### config.mk
export PLATFORM = sky130hd
export DESIGN_NAME = transceiver_config_regs
export DESIGN_NICKNAME = d
export VERILOG_FILES = /design/src/rtl/xcvr_cfg_pkg.sv /design/src/rtl/cfg_if.sv /design/src/rtl/cfg_store.sv /design/src/rtl/cfg_timing.sv /design/src/rtl/transceiver_config_regs.sv
export VERILOG_INCLUDE_DIRS = /design/src /design/src/rtl
export SDC_FILE = /design/constraint.sdc
export NUM_CORES = 1
export LEC_CHECK = 0
export BUFFER_PORTS_ARGS = -buffer_cell sky130_fd_sc_hd__buf_2
export CORE_MARGIN = 5
export CORE_UTILIZATION = 44
export CTS_BUF_LIST = sky130_fd_sc_hd__clkbuf_8 sky130_fd_sc_hd__clkbuf_16
export DETAILED_ROUTE_END_ITERATION = 8
export PLACE_DENSITY_LB_ADDON = 0.3
export REMOVE_ABC_BUFFERS = 1
export SYNTH_ARGS = -nofsm -noshare
export SYNTH_HDL_FRONTEND = slang
export SYNTH_SLANG_ARGS = --single-unit
### constraint.sdc
create_clock -name clock -period 9.2 [get_ports clock]
set_input_delay 2.3 -clock clock [delete_from_list [all_inputs] [get_ports clock]]
set_output_delay 2.3 -clock clock [all_outputs]
set_load 0.05 [all_outputs]
### src/rtl/xcvr_cfg_consts.svh
`ifndef XCVR_CFG_CONSTS_SVH
`define XCVR_CFG_CONSTS_SVH

// ********************************************************************
// register addresses
// ********************************************************************
`define ADDR_FREQ_HIGH 4'h2
`define ADDR_MOD_SLEEP 4'h3
`define ADDR_CHECK_LIMIT 4'h4

// ********************************************************************
// field positions
// ********************************************************************
`define TUNE_UPPER_MSB 7
`define TUNE_UPPER_LSB 2
`define SUPPLY_BIT 1
`define CLKOUT_BIT 0
`define MOD_BIT 7
`define SLEEP_MSB 6
`define SLEEP_LSB 2
`define SLEEP_STRETCH_BIT 1
`define LIMIT_STRETCH_BIT 0
`define CHECK_MSB 7
`define CHECK_LSB 6
`define LIM_MSB 5
`define LIM_LSB 0

// ********************************************************************
// reset values
// ********************************************************************
`define RST_FREQ_HIGH 8'h7b
`define RST_MOD_SLEEP 8'h28
`define RST_CHECK_LIMIT 8'h50

// ********************************************************************
// timing counts in data clock periods, plain factors, and the lowest usable limit field value
// ********************************************************************
`define SLEEP_UNIT_DCLK 1024
`define SLEEP_STRETCH 8
`define LIMIT_STRETCH 2
`define TX_BIT_HALVES 2
`define LIM_MIN_USABLE 10

`endif

### src/rtl/xcvr_cfg_pkg.sv
package xcvr_cfg_pkg;

   typedef enum logic [1:0] {
      OPM_LE,
      OPM_K,
      OPM_POLL,
      OPM_RX
   } op_mode_t;

   typedef enum logic [1:0] {
      CHECK_NONE,
      CHECK_THREE,
      CHECK_SIX,
      CHECK_NINE
   } check_len_t;

   // three bits are checked per step of the selector
   function automatic logic [3:0] check_count(input check_len_t sel);
      return {2'h0, sel} * 4'h3;
   endfunction

endpackage

### src/rtl/cfg_if.sv
`timescale 1ns/1ps
interface cfg_if;
   import xcvr_cfg_pkg::*;

   logic [7:0] byte_freq;
   logic [7:0] byte_mod;
   logic [7:0] byte_check;
   logic [5:0] tune_upper;
   logic supply_en;
   logic clkout_en;
   logic mod_ask;
   logic [4:0] sleep_val;
   logic sleep_stretch;
   logic limit_stretch;
   check_len_t check_sel;
   logic [5:0] lim_val;

   modport store (output byte_freq, byte_mod, byte_check, tune_upper,
      supply_en, clkout_en, mod_ask, sleep_val, sleep_stretch,
      limit_stretch, check_sel, lim_val);
   modport use_cfg (input byte_freq, byte_mod, byte_check, tune_upper,
      supply_en, clkout_en, mod_ask, sleep_val, sleep_stretch,
      limit_stretch, check_sel, lim_val);
endinterface

### src/rtl/cfg_store.sv
`timescale 1ns/1ps
`include "xcvr_cfg_consts.svh"
module cfg_store
   import xcvr_cfg_pkg::*;
(
   input wire logic clock,
   input wire logic rst_n,
   input wire logic clk_en,
   input wire logic wr_en,
   input wire logic [3:0] wr_addr,
   input wire logic [7:0] wr_data,
   input wire logic force_on,
   input wire logic aux_mode,
   cfg_if.store cfg
);
   logic [7:0] freq_reg;
   logic [7:0] freq_next;
   logic [7:0] mod_reg;
   logic [7:0] mod_next;
   logic [7:0] check_reg;
   logic [7:0] check_next;
   logic [7:0] freq_wr_val;
   logic [7:0] freq_held;
   logic [7:0] force_mask;

   // ******************************************************************
   // next values
   // ******************************************************************
   // aux supply guard
   // a clearing write in aux mode would starve the device, so keep its supply bit set
   assign freq_wr_val = wr_data | (aux_mode ? 8'h02 : 8'h00);
   assign freq_held = (wr_en && wr_addr == `ADDR_FREQ_HIGH) ?
      freq_wr_val : freq_reg;
   assign force_mask = {6'h00, 1'b1, 1'b1};
   // forced enables
   // the hardware set wins over a write landing in the same cycle
   assign freq_next = force_on ? (freq_held | force_mask) : freq_held;
   assign mod_next = (wr_en && wr_addr == `ADDR_MOD_SLEEP) ?
      wr_data : mod_reg;
   assign check_next = (wr_en && wr_addr == `ADDR_CHECK_LIMIT) ?
      wr_data : check_reg;

   always_ff @(posedge clock) begin
      if (!rst_n) begin
         freq_reg <= `RST_FREQ_HIGH;
         mod_reg <= `RST_MOD_SLEEP;
         check_reg <= `RST_CHECK_LIMIT;
      end else if (clk_en) begin
         freq_reg <= freq_next;
         mod_reg <= mod_next;
         check_reg <= check_next;
      end
   end

   // ******************************************************************
   // field decode
   // ******************************************************************
   assign cfg.byte_freq = freq_reg;
   assign cfg.byte_mod = mod_reg;
   assign cfg.byte_check = check_reg;
   assign cfg.tune_upper = freq_reg[`TUNE_UPPER_MSB:`TUNE_UPPER_LSB];
   assign cfg.supply_en = freq_reg[`SUPPLY_BIT];
   assign cfg.clkout_en = freq_reg[`CLKOUT_BIT];
   assign cfg.mod_ask = mod_reg[`MOD_BIT];
   assign cfg.sleep_val = mod_reg[`SLEEP_MSB:`SLEEP_LSB];
   assign cfg.sleep_stretch = mod_reg[`SLEEP_STRETCH_BIT];
   assign cfg.limit_stretch = mod_reg[`LIMIT_STRETCH_BIT];
   assign cfg.check_sel = check_len_t'(check_reg[`CHECK_MSB:`CHECK_LSB]);
   assign cfg.lim_val = check_reg[`LIM_MSB:`LIM_LSB];
endmodule

### src/rtl/cfg_timing.sv
`timescale 1ns/1ps
`include "xcvr_cfg_consts.svh"
module cfg_timing
   import xcvr_cfg_pkg::*;
#(
   parameter int SLEEP_W = 18,
   parameter int LIM_W = 11,
   parameter int TXB_W = 13
) (
   input wire logic clock,
   input wire logic rst_n,
   input wire logic clk_en,
   input wire logic [3:0] xdclk_base,
   cfg_if.use_cfg cfg,
   output logic [SLEEP_W-1:0] sleep_dclk,
   output logic [LIM_W-1:0] lim_min_dclk,
   output logic [TXB_W-1:0] tx_bit_dclk,
   output logic [3:0] check_bits,
   output logic limit_valid
);
   logic [SLEEP_W-1:0] sleep_next;
   logic [SLEEP_W-1:0] sleep_factor;
   logic [LIM_W-1:0] xdclk;
   logic [LIM_W-1:0] lim_next;
   logic [TXB_W-1:0] txb_next;

   assign sleep_factor = cfg.sleep_stretch ?
      SLEEP_W'(`SLEEP_STRETCH) : SLEEP_W'(1);
   assign sleep_next = SLEEP_W'(cfg.sleep_val) *
      SLEEP_W'(`SLEEP_UNIT_DCLK) * sleep_factor;
   assign xdclk = LIM_W'(xdclk_base) *
      (cfg.limit_stretch ? LIM_W'(`LIMIT_STRETCH) : LIM_W'(1));
   assign lim_next = LIM_W'(cfg.lim_val) * xdclk;
   // transmit bit period, two extended clocks per unit
   assign txb_next = (TXB_W'(cfg.lim_val) + TXB_W'(1)) * TXB_W'(xdclk) *
      TXB_W'(`TX_BIT_HALVES);

   always_ff @(posedge clock) begin
      if (!rst_n) begin
         sleep_dclk <= '0;
         lim_min_dclk <= '0;
         tx_bit_dclk <= '0;
         check_bits <= 4'h0;
         limit_valid <= 1'b0;
      end else if (clk_en) begin
         sleep_dclk <= sleep_next;
         lim_min_dclk <= lim_next;
         tx_bit_dclk <= txb_next;
         check_bits <= check_count(cfg.check_sel);
         limit_valid <= (cfg.lim_val >= 6'(`LIM_MIN_USABLE));
      end
   end
endmodule

### src/rtl/transceiver_config_regs.sv
`timescale 1ns/1ps
`include "xcvr_cfg_consts.svh"
module transceiver_config_regs
   import xcvr_cfg_pkg::*;
#(
   parameter int SLEEP_W = 18,
   parameter int LIM_W = 11,
   parameter int TXB_W = 13
) (
   input wire logic clock,
   input wire logic rst_n,
   input wire logic clk_en,
   input wire logic reg_wr,
   input wire logic reg_rd,
   input wire logic [3:0] reg_addr,
   input wire logic [7:0] reg_wdata,
   output logic [7:0] reg_rdata,
   output logic reg_rvalid,
   input wire logic [6:0] tune_word_lower,
   input wire op_mode_t op_mode,
   input wire logic bit_check_ok,
   input wire logic key_event,
   input wire logic wakeup_flag,
   input wire logic aux_mode,
   input wire logic [3:0] xdclk_base,
   output logic [12:0] tune_word,
   output logic ext_supply_enable,
   output logic clock_out_enable,
   output logic modulation_select,
   output logic [SLEEP_W-1:0] sleep_dclk,
   output logic [LIM_W-1:0] lim_min_dclk,
   output logic [TXB_W-1:0] tx_bit_dclk,
   output logic [3:0] check_bits,
   output logic limit_valid
);
   cfg_if cfg ();

   logic force_on;
   logic check_mode;
   logic hit_freq;
   logic hit_mod;
   logic hit_check;
   logic [7:0] rd_mux;
   logic [7:0] rdata_reg;
   logic [7:0] rdata_next;
   logic rvalid_reg;
   logic [12:0] tune_reg;
   logic [12:0] tune_next;
   logic supply_reg;
   logic clkout_reg;
   logic mod_reg;

   // ******************************************************************
   // decode
   // ******************************************************************
   assign hit_freq = (reg_addr == `ADDR_FREQ_HIGH);
   assign hit_mod = (reg_addr == `ADDR_MOD_SLEEP);
   assign hit_check = (reg_addr == `ADDR_CHECK_LIMIT);
   assign check_mode = (op_mode == OPM_POLL) || (op_mode == OPM_RX);
   // force sources
   // wake-up is a level, so the force repeats every cycle it is high
   assign force_on = (bit_check_ok && check_mode) || key_event ||
      wakeup_flag;

   cfg_store u_store (
      .clock(clock),
      .rst_n(rst_n),
      .clk_en(clk_en),
      .wr_en(reg_wr),
      .wr_addr(reg_addr),
      .wr_data(reg_wdata),
      .force_on(force_on),
      .aux_mode(aux_mode),
      .cfg(cfg.store)
   );

   cfg_timing #(
      .SLEEP_W(SLEEP_W),
      .LIM_W(LIM_W),
      .TXB_W(TXB_W)
   ) u_timing (
      .clock(clock),
      .rst_n(rst_n),
      .clk_en(clk_en),
      .xdclk_base(xdclk_base),
      .cfg(cfg.use_cfg),
      .sleep_dclk(sleep_dclk),
      .lim_min_dclk(lim_min_dclk),
      .tx_bit_dclk(tx_bit_dclk),
      .check_bits(check_bits),
      .limit_valid(limit_valid)
   );

   // ******************************************************************
   // readback
   // ******************************************************************
   // readback mux
   // other addresses belong to neighbouring blocks and read zero here
   assign rd_mux = hit_freq ? cfg.byte_freq :
      hit_mod ? cfg.byte_mod :
      hit_check ? cfg.byte_check : 8'h00;
   assign rdata_next = reg_rd ? rd_mux : rdata_reg;
   assign tune_next = {cfg.tune_upper, tune_word_lower};

   // ******************************************************************
   // output flops
   // ******************************************************************
   // output copies lag the stored field by one cycle
   always_ff @(posedge clock) begin
      if (!rst_n) begin
         rdata_reg <= 8'h00;
         rvalid_reg <= 1'b0;
         tune_reg <= 13'h0000;
         supply_reg <= 1'b1;
         clkout_reg <= 1'b1;
         mod_reg <= 1'b0;
      end else if (clk_en) begin
         rdata_reg <= rdata_next;
         rvalid_reg <= reg_rd;
         tune_reg <= tune_next;
         supply_reg <= cfg.supply_en;
         clkout_reg <= cfg.clkout_en;
         mod_reg <= cfg.mod_ask;
      end
   end

   assign reg_rdata = rdata_reg;
   assign reg_rvalid = rvalid_reg;
   assign tune_word = tune_reg;
   assign ext_supply_enable = supply_reg;
   assign clock_out_enable = clkout_reg;
   assign modulation_select = mod_reg;
endmodule

# Word-level counts from Yosys, hierarchy flattened

Index checks and enable logic that the tools add are counted.

$add $sub $neg: 1
Multiply operators: 5
Magnitude comparators: 1
Equal/unequal tests: 5
Mux-type cells: 8
Bitwise operators: 1
Reduce and logical (&&, ||, !) cells: 12

Operators with widths:

| cell                | count |
|---|---|
| $mux 8              | 4 |
| $mul 5x18->8        | 1 |
| $mul 13x11->12      | 1 |
| $mul 4x11->11       | 1 |
| $mul 6x11->11       | 1 |
| $eq 4x2->1 const B  | 2 |
| $or 8x8->8          | 1 |
| $reduce_and 2->1    | 4 |
| $add 6x1->7 const B | 1 |
| $ge 6x4->1 const B  | 1 |
| $mux 2              | 3 |
| $eq 2x2->1 const B  | 2 |
| $eq 4x3->1 const B  | 1 |
| $logic_and 1x1->1   | 4 |
| $mul 2x2->4 const B | 1 |
| $mux 4              | 1 |
| $logic_or 1x1->1    | 3 |
| $reduce_bool 2->1   | 1 |

Bits in registers: 85
Input port bits: 34
Output and inout bits: 72
Word-level logic and storage cells: 48

# Longest topological paths before layout

Gate-level depths: netlist of run 1.

Depth after elaboration: 7
Depth in mapped cells: 18
Depth with buffers taken out: 16

# Hierarchy

Synthesis of run 1 repeated with hierarchy kept, for this count alone.

Cells, all modules: 699
Area, all modules: 6231.0 um2

By module, submodules not included:

| module                  | instances | cells an instance | area each (um2) |
|---|---|---|---|
| cfg_timing              | 1         | 466               | 3935.0 |
| cfg_store               | 1         | 130               | 1208.7 |
| transceiver_config_regs | 1         | 103               | 1087.3 |

# Worst setup path before layout of run 1

OpenSTA, ideal clock, no wires.

Path type: input -> register
From: in xdclk_base[1]
To: reg u_timing.tx_bit_dclk[12]
Library setup time: 0.122 ns
Data arrival time: 6.338 ns
Slack: 2.740 ns
Stages: 16
Buffers on the path: 0
Cell sequence: mux2_2 > ha_1 > inv_1 > nor2_1 > fa_1 > ha_1 > inv_1 > fa_1 > fa_1 > inv_1 > ha_1 > nand2_1 > o31ai_1 > o211ai_1 > and4b_1 > a311o_1

Cells in the longest elaborated chain, start to end: 2

RTL lines:

| item                 | line                          | RTL |
|---|---|---|
| start, declared      | transceiver_config_regs.sv:25 | `input wire logic [3:0] xdclk_base,` |
| $mul 4x11->11        | cfg_timing.sv:31              | `assign xdclk = LIM_W'(xdclk_base) *` |
| $mul 13x11->12       | cfg_timing.sv:35              | `assign txb_next = (TXB_W'(cfg.lim_val) + TXB_W'(1)) * TXB_W'(xdclk) *` |
| end signal, assigned | cfg_timing.sv:48              | `tx_bit_dclk <= txb_next;` |
| end, declared        | cfg_timing.sv:17              | `output logic [TXB_W-1:0] tx_bit_dclk,` |

No other way between the ends.
A chain may end at the register's enable or synchronous reset.

# Worst setup path after layout of run 1

From: in xdclk_base[3]
To: reg u_timing.tx_bit_dclk[12]

Same word-level chain as after synthesis.

==> results.tsv, run 1 <==
metric	value	unit
status	finished clean	
ioPinCount	106	
maxCapViolCount	0	
whs	0.475	ns
tritoncts	yes	
path_class	input pin to flip-flop	
port_buffers	93	
syn_area	6090	um^2
skew	0.0118	ns
period_share	76.2	%
cts_setup_buffers	0	
viasPerCell	5.24	
p_per_area	126	nW/um^2
final_nets	855	
grt_use_total	17.3	%
die_h	128	um
fp-row-count	43	
detail_route.iter0.violations	142	
yosysUniqueCellTypes	58	
antenna_cells	0	
crit_required	9.43	ns
dpl.hpwl	10.0	mm
hold_buffers	0	
worst_setup_path_end_kind	flip-flop	
drt_first_pass_iters	4	
critPathMaxFanout	13	
critPathArrivalTime	7.23	ns
slew_headroom	28.3	%
insertion_delay	0.35	ns
htree_levels	3	
cts_resized	0	
grt_antenna_before_repair	0	
initial_core_util	44.4	%
globalRouteOverflowTotal	0	
wl	13.5	mm
drtAntennaViolNets	0	
synth_enable_flop_cells	0	
clockRootBuffer	clkbuf_16	
dr_total_vias	4791	
finalSetupTns	0	ns
power.leakage	3.37	nW
start_kind	input pin	
ys_ff_latch	85	
areaGrowthSynthToFinish	12.9	%
dieArea	16300	um^2
ys_seq_area_share	27.9	%
vdd_ir_drop_max	0.108	mV
post-route-min-period	7.01	ns
mostFrequentLayoutCell	buf_2	
setup_violations	0	
hold_violations	0	
gp_congestion	0.803	
synth_cells	655	
hp-class	flip-flop to flip-flop	
drc	0	
core	13700	um^2
synth.avg_cell_area	9.30	um^2
grt_max_degree	96	
clkTransAtPathRegs	0.06	ns
wl_per_cell	14.8	um
synth_ff_type	dfxtp_1	
final.setup.worst_slack	2.19	ns
grt_pass1_wl	23.2	mm
yosys_warnings	0	
grt_pass1_vias	4841	
fin_util	50.1	%
pre_cts_slack	1.90	ns
layout-drive-gt1-share	17.2	%
tightest_slew	1.05	ns
rsz0062_at_grt	no	
die_w	128	um
layout_common_cells	buf_2, dfxtp_1, nor2b_1	
maxSlewViolCount	0	
clkSinkCount	85	
cts_buffers	9	
clock_path_buffers	2	
fmax	0.143	GHz
synthArstFlopShare	0	%
critical path: stages:
cell	delay, ns
buf_2	0.17
mux2i_1	0.17
xor2_1	0.84
nor2_1	0.18
fa_1	0.58
inv_1	0.05
fa_1	0.48
inv_1	0.05
fa_1	0.47
ha_1	0.30
ha_1	0.33
nand2_1	0.08
o31ai_1	0.54
o211ai_1	0.19
and4b_1	0.24
a311o_1	0.26
flip-flops by register name, summed over array words and instances (netlist names), 4 cells and up:
name	cells
u_store.cfg.byte_freq	8
tune_word	13
reg_rdata	8
u_store.cfg.byte_mod	8
u_timing.sleep_dclk	8
u_timing.tx_bit_dclk	12
u_timing.check_bits	4
u_store.cfg.byte_check	8
u_timing.lim_min_dclk	11
path summary, 6_finish.rpt:
kind | slack (ns) | cells after the start | startpoint | end
worst max-delay path | 2.19 | 16 | xdclk_base[3] | u_timing.tx_bit_dclk[12]
worst min register to register | 0.47 | 2 | clock_out_enable | clock_out_enable
worst max register to register | 3.54 | 15 | u_store.cfg.byte_mod[0] | u_timing.tx_bit_dclk[12]
worst min-delay path | 0.47 | 2 | clock_out_enable | clock_out_enable
cell usage after synthesis (3+ instances only):
master / instances / area [um^2]
a211oi_1: 5 / 37.5
a21boi_0: 4 / 30.0
a21o_1: 5 / 37.5
a21oi_1: 11 / 55.1
a22oi_1: 11 / 82.6
a31oi_1: 4 / 25.0
and2_1: 12 / 75.1
and3_2: 4 / 30.0
and4b_1: 3 / 30.0
buf_2: 9 / 45.0
buf_4: 13 / 97.6
clkbuf_1: 19 / 71.3
dfxtp_1: 85 / 1700
fa_1: 35 / 701
ha_1: 55 / 688
inv_1: 48 / 180
mux2i_1: 50 / 500
nand2_1: 53 / 199
nand2b_1: 13 / 81.3
nand3_1: 12 / 60.1
nand4b_1: 3 / 26.3
nor2_1: 43 / 161
nor2b_1: 59 / 369
nor3_1: 5 / 25.0
o211a_1: 11 / 110
o211ai_1: 12 / 90.1
o21ai_0: 10 / 50.1
or2_2: 3 / 18.8
xnor2_1: 13 / 114
xor2_1: 8 / 70.1
cells by family (layout without fill, tap and decap cells):
family	Yosys count	in the layout	share of synthesized area, %
DFF	85	85	27.9
adders and majority gates	90	90	22.8
buffers and inverters	92	158	6.68
muxes	52	52	8.59
AOI/OAI and AO/OA	86	86	10.2
xor gates and xnor gates	21	21	3.02
and+or+nand+nor	227	227	20.6
other	2	15	0.123
stage by stage:
stage	area (um^2)	cells	total power [W]
after global routing	6880	914	0.000908
after global placement	6620	900	0.000551
after CTS	6880	914	0.000882
final	6880	914	0.000870
after floorplan	5920	625	0.000505
after detailed placement	6620	900	0.000554
layout make-up:
cell class	count	area [um^2]
sequential	85	1700
clock inverter	5	31.3
inverter	49	184
tap	180	225
multi-input combinational	491	4030
fill	1329	6840
clock buffer	9	225
timing repair buffer	95	480
where the power goes:
| part | internal, W | switching (W) | total (W) |
|---|---|---|---|
| combinational | 0.0000472 | 0.000110 | 0.000157 |
| sequential | 0.000381 | 0.00000729 | 0.000388 |
| clock | 0.000178 | 0.000147 | 0.000325 |
| total | 0.000606 | 0.000264 | 0.000870 |
metal layers:
layer  global-route usage [%]  wire [um]
met1                     22.1       6030
met2                     29.2       6520
met3                     3.68        723
met4                     5.74        246
met5                        0          0
Power figures use the tool's default switching activity.
==> run 2: changes to the inputs <==
==> constraint.sdc (replaced) <==
create_clock -name clock -period 5.8 [get_ports clock]
set_input_delay 1.45 -clock clock [delete_from_list [all_inputs] [get_ports clock]]
set_output_delay 1.45 -clock clock [all_outputs]
set_load 0.05 [all_outputs]
==> results.tsv, run 2 (synthesis results as in run 1) <==
metric	value	unit
antenna_cells	0	
cts_resized	0	
path_delay_family	adder cells	
critPathBufInv	4	
crit_required	6.04	ns
mostFrequentLayoutCell	buf_2	
clkTransAtPathRegs	0.06	ns
core	13700	um^2
grt_use_total	17.4	%
viasPerCell	5.15	
critPathArrivalTime	5.77	ns
final_nets	870	
grt_antenna_before_repair	1	
tightest_slew	0.977	ns
layout_common_cells	buf_2, dfxtp_1, nor2b_1	
start_kind	input pin	
fmax	0.181	GHz
period_share	95.3	%
htree_levels	3	
layout-drive-gt1-share	19.0	%
globalRouteOverflowTotal	0	
setup_violations	0	
hold_buffers	0	
detail_route.iter0.violations	149	
p_per_area	205	nW/um^2
hold_violations	0	
critPathSlowestCell	fa_1	
port_buffers	93	
vdd_ir_drop_max	0.174	mV
rsz0062_at_grt	no	
tritoncts	yes	
gp_congestion	0.885	
power.leakage	3.46	nW
critPathMaxFanout	5	
cts_setup_buffers	0	
grt_pass1_vias	4874	
grtUsageMet1	22.5	%
largest_reg_flops	13	
die_w	128	um
dieArea	16300	um^2
clkSinkCount	85	
drt_first_pass_iters	4	
cts_buffers	9	
busiest_layer	met2	
insertion_delay	0.35	ns
fp-row-count	43	
cp_cell_sequence	buf_2 > mux2_2 > ha_1 > inv_1 > nor2_1 > fa_1 > ha_1 > inv_1 > fa_1 > fa_1 > inv_1 > ha_1 > nand2_1 > o31ai_1 > o211ai_1 > and4b_1 > a311o_1	
met3_usage	4.43	%
post-route-min-period	5.53	ns
cp_slowest_stage_delay	0.54	ns
path_class	input pin to flip-flop	
areaGrowthSynthToFinish	15.3	%
dr_total_vias	4799	
wl	13.7	mm
status	finished clean	
grt_max_degree	73	
maxCapViolCount	0	
drtAntennaViolNets	0	
finalSetupTns	0	ns
clockRootBuffer	clkbuf_16	
pre_cts_slack	-0.0935	ns
slew_headroom	34.3	%
worst_setup_path_end_kind	flip-flop	
final.setup.worst_slack	0.273	ns
skew	0.00363	ns
initial_core_util	44.4	%
grt_pass1_wl	23.2	mm
wl_per_cell	14.7	um
drc	0	
use_met2	28.6	%
dpl.hpwl	10.4	mm
ioPinCount	106	
die_h	128	um
hp-class	flip-flop to flip-flop	
maxSlewViolCount	0	
clock_path_buffers	2	
-- run 2: cell types whose count changed in the layout (fill, tap and decap cells not counted) --
cell      change
clkinv_2      -1
clkbuf_8      +2
buf_4        +15
inv_6         +1
-- run 2: path summary, 6_finish.rpt --
kind                              from                        to  slack [ns]  depth (start not counted)
max reg2reg  u_store.cfg.byte_check[2]  u_timing.tx_bit_dclk[12]        0.90                         14
min reg2reg          ext_supply_enable         ext_supply_enable        0.47                          2
min                  ext_supply_enable         ext_supply_enable        0.47                          2
max                      xdclk_base[2]  u_timing.tx_bit_dclk[12]        0.27                         17
-- run 2: power breakdown --
part | internal, W | leakage (nW) | switching (W)
sequential | 0.000604 | 0.694 | 0.0000110
clock | 0.000314 | 0.136 | 0.000253
combinational | 0.0000818 | 2.63 | 0.000176
total | 0.000999 | 3.46 | 0.000440
-- run 2: cell type report --
cell class                      instances  area [um^2]
Sequential cell                        85         1700
Timing Repair Buffer                  110          593
Tap cell                              180          225
Multi-Input combinational cell        491         4030
Clock inverter                          5         35.0
Fill cell                            1267         6700
Clock buffer                           11          253
Inverter                               49          184
-- run 2: per-layer routing --
layer  share of wire, %  routed length (um)
met4                1.1                 155
met5              0.051                   7
met2                 47                6400
met1                 47                6420
met3                5.2                 709
-- run 2: stage by stage --
| step | utilization [%] | cell area (um^2) | power, W | hold slack [ns] | instances |
|---|---|---|---|---|---|
| 3_3_place_gp | 49.1 | 6730 | 0.000882 | 0.456 | 915 |
| 4_1_cts | 51.2 | 7020 | 0.00145 | 0.473 | 931 |
| 5_1_grt | 51.2 | 7020 | 0.00150 | 0.496 | 931 |
| 2_1_floorplan | - | 5920 | 0.000801 | 0.444 | 625 |
| 3_5_place_dp | 49.1 | 6730 | 0.000887 | 0.460 | 915 |
| 6_report | 51.2 | 7020 | 0.00144 | 0.470 | 931 |
-- run 2: worst register-to-register path, cell delays in order (launching register included) --
cell	delay, ns
dfxtp_1	0.63
nand3_1	0.25
xor2_1	0.46
nand2b_1	0.19
fa_1	0.44
fa_1	0.55
inv_1	0.06
fa_1	0.47
ha_1	0.30
ha_1	0.34
nand2_1	0.08
o31ai_1	0.37
o211ai_1	0.17
and4b_1	0.22
a311o_1	0.25
==> run 3: changes to the inputs <==
--- a/config.mk
+++ b/config.mk
@@ -6,11 +6,13 @@
 export SDC_FILE = /design/constraint.sdc
 export NUM_CORES = 1
 export LEC_CHECK = 0
+export ABC_CLOCK_PERIOD_IN_PS = 5800
 export BUFFER_PORTS_ARGS = -buffer_cell sky130_fd_sc_hd__buf_2
 export CORE_MARGIN = 5
 export CORE_UTILIZATION = 44
 export CTS_BUF_LIST = sky130_fd_sc_hd__clkbuf_8 sky130_fd_sc_hd__clkbuf_16
 export DETAILED_ROUTE_END_ITERATION = 8
+export GPL_TIMING_DRIVEN = 0
 export PLACE_DENSITY_LB_ADDON = 0.3
 export REMOVE_ABC_BUFFERS = 1
 export SYNTH_ARGS = -nofsm -noshare
==> results.tsv, run 3 (synthesis results as in run 1) <==
metric	value	unit
status	finished clean	
fp-row-count	43	
maxSlewViolCount	0	
dr_total_vias	4799	
setup_violations	0	
multi_input_area	4070	um^2
layout-drive-gt1-share	17.6	%
drc	0	
mostFrequentLayoutCell	buf_2	
rsz0062_at_grt	no	
critPathSlowestCell	fa_1	
skew	0.00652	ns
wl_per_cell	14.9	um
cts_setup_buffers	0	
tightest_slew	0.984	ns
path_delay_family	adder cells	
viasPerCell	5.26	
initial_core_util	44.4	%
grt_antenna_before_repair	1	
power.leakage	3.39	nW
globalRouteOverflowTotal	0	
grt_max_degree	96	
core	13700	um^2
maxCapViolCount	0	
layout_common_cells	buf_2, dfxtp_1, nor2b_1	
tritoncts	yes	
clock_path_buffers	2	
crit_required	6.03	ns
largest_reg_flops	13	
die_h	128	um
clkSinkCount	85	
critPathMaxFanout	8	
grt_pass1_vias	4817	
areaGrowthSynthToFinish	13.9	%
p_per_area	208	nW/um^2
dieArea	16300	um^2
wl	13.6	mm
dpl.hpwl	9.96	mm
htree_levels	3	
final_nets	853	
fmax	0.179	GHz
cts_buffers	9	
slew_headroom	33.9	%
gp_congestion	0.812	
grt_pass1_wl	22.6	mm
drtAntennaViolNets	0	
hold_violations	0	
critPathBufInv	4	
antenna_cells	0	
placed_cells	898	
path_class	input pin to flip-flop	
power	0.00144	W
cp_cell_sequence	buf_2 > mux2_2 > ha_1 > inv_2 > nor2_1 > fa_1 > ha_1 > inv_1 > fa_1 > fa_1 > inv_1 > ha_1 > nand2_1 > o31ai_4 > o211ai_1 > and4b_1 > a311o_1	
period_share	96.5	%
vdd_ir_drop_max	0.178	mV
clockRootBuffer	clkbuf_16	
detail_route.iter0.violations	135	
hp-class	flip-flop to flip-flop	
drt_first_pass_iters	4	
start_kind	input pin	
grt_use_total	17.0	%
hold_buffers	0	
insertion_delay	0.35	ns
ff_latch_area	1700	um^2
nFillCells	1296	
die_w	128	um
critPathArrivalTime	5.83	ns
fin_cells	913	
post-route-min-period	5.60	ns
clkTransAtPathRegs	0.06	ns
port_buffers	93	
fin_util	50.6	%
cp_slowest_stage_delay	0.55	ns
worst_setup_path_end_kind	flip-flop	
ioPinCount	106	
## run 3: changes by cell type in the layout (fill, tap and decap cells not counted), sizes merged
cell	before	now
inv	50	51
clkinv	1	2
bufinv	0	1
buf	110	93
clkinvlp	3	1
clkbuf	11	9
## run 3: layout make-up
class	count	area share, %
Multi-Input combinational cell	491	58.6
Tap cell	180	3.25
Timing Repair Buffer	93	6.78
Clock buffer	9	3.25
Clock inverter	6	0.920
Sequential cell	85	24.5
Inverter	49	2.65
## run 3: through the flow
stage	worst slack [ns]	setup TNS [ns]	cell area, um^2	hold slack [ns]
after global routing	0.00233	0	6940	0.500
after detailed placement	-0.627	-2.08	6610	0.459
final	0.201	0	6940	0.463
after CTS	0.0755	0	6910	0.468
after global placement	-0.506	-1.53	6610	0.456
after floorplan	0.190	0	5920	0.444
## run 3: worst paths after layout
kind | endpoint | cells after the start | slack [ns] | from
max | u_timing.tx_bit_dclk[12] | 17 | 0.20 | xdclk_base[2]
min | u_timing.tx_bit_dclk[10] | 2 | 0.46 | u_timing.tx_bit_dclk[10]
max reg2reg | u_timing.tx_bit_dclk[12] | 16 | 0.60 | u_store.cfg.byte_mod[0]
min reg2reg | u_timing.tx_bit_dclk[10] | 2 | 0.46 | u_timing.tx_bit_dclk[10]
## run 3: where the power goes
part           internal, W  switching (W)  leakage (nW)
logic            0.0000751       0.000176          2.55
clock network     0.000332       0.000244         0.143
registers         0.000604      0.0000118         0.694
## run 3: metal layers
layer  part of all wire (%)  track usage, %  wire (um)
met1                     45            22.1       6080
met2                     48            27.7       6500
met3                    5.0            2.93        685
met4                    2.3            7.30        314
met5                  0.052               0          7
## run 3: tightest hold or removal path: stages (launching register included)
cell and delay, ns:
dfxtp_1 0.30, nand2_1 0.05, o22ai_1 0.06
## run 3: timing repair
item,CTS,global route
resized for setup,2,5
setup endpoints to repair,3,2
gates cloned,0,0
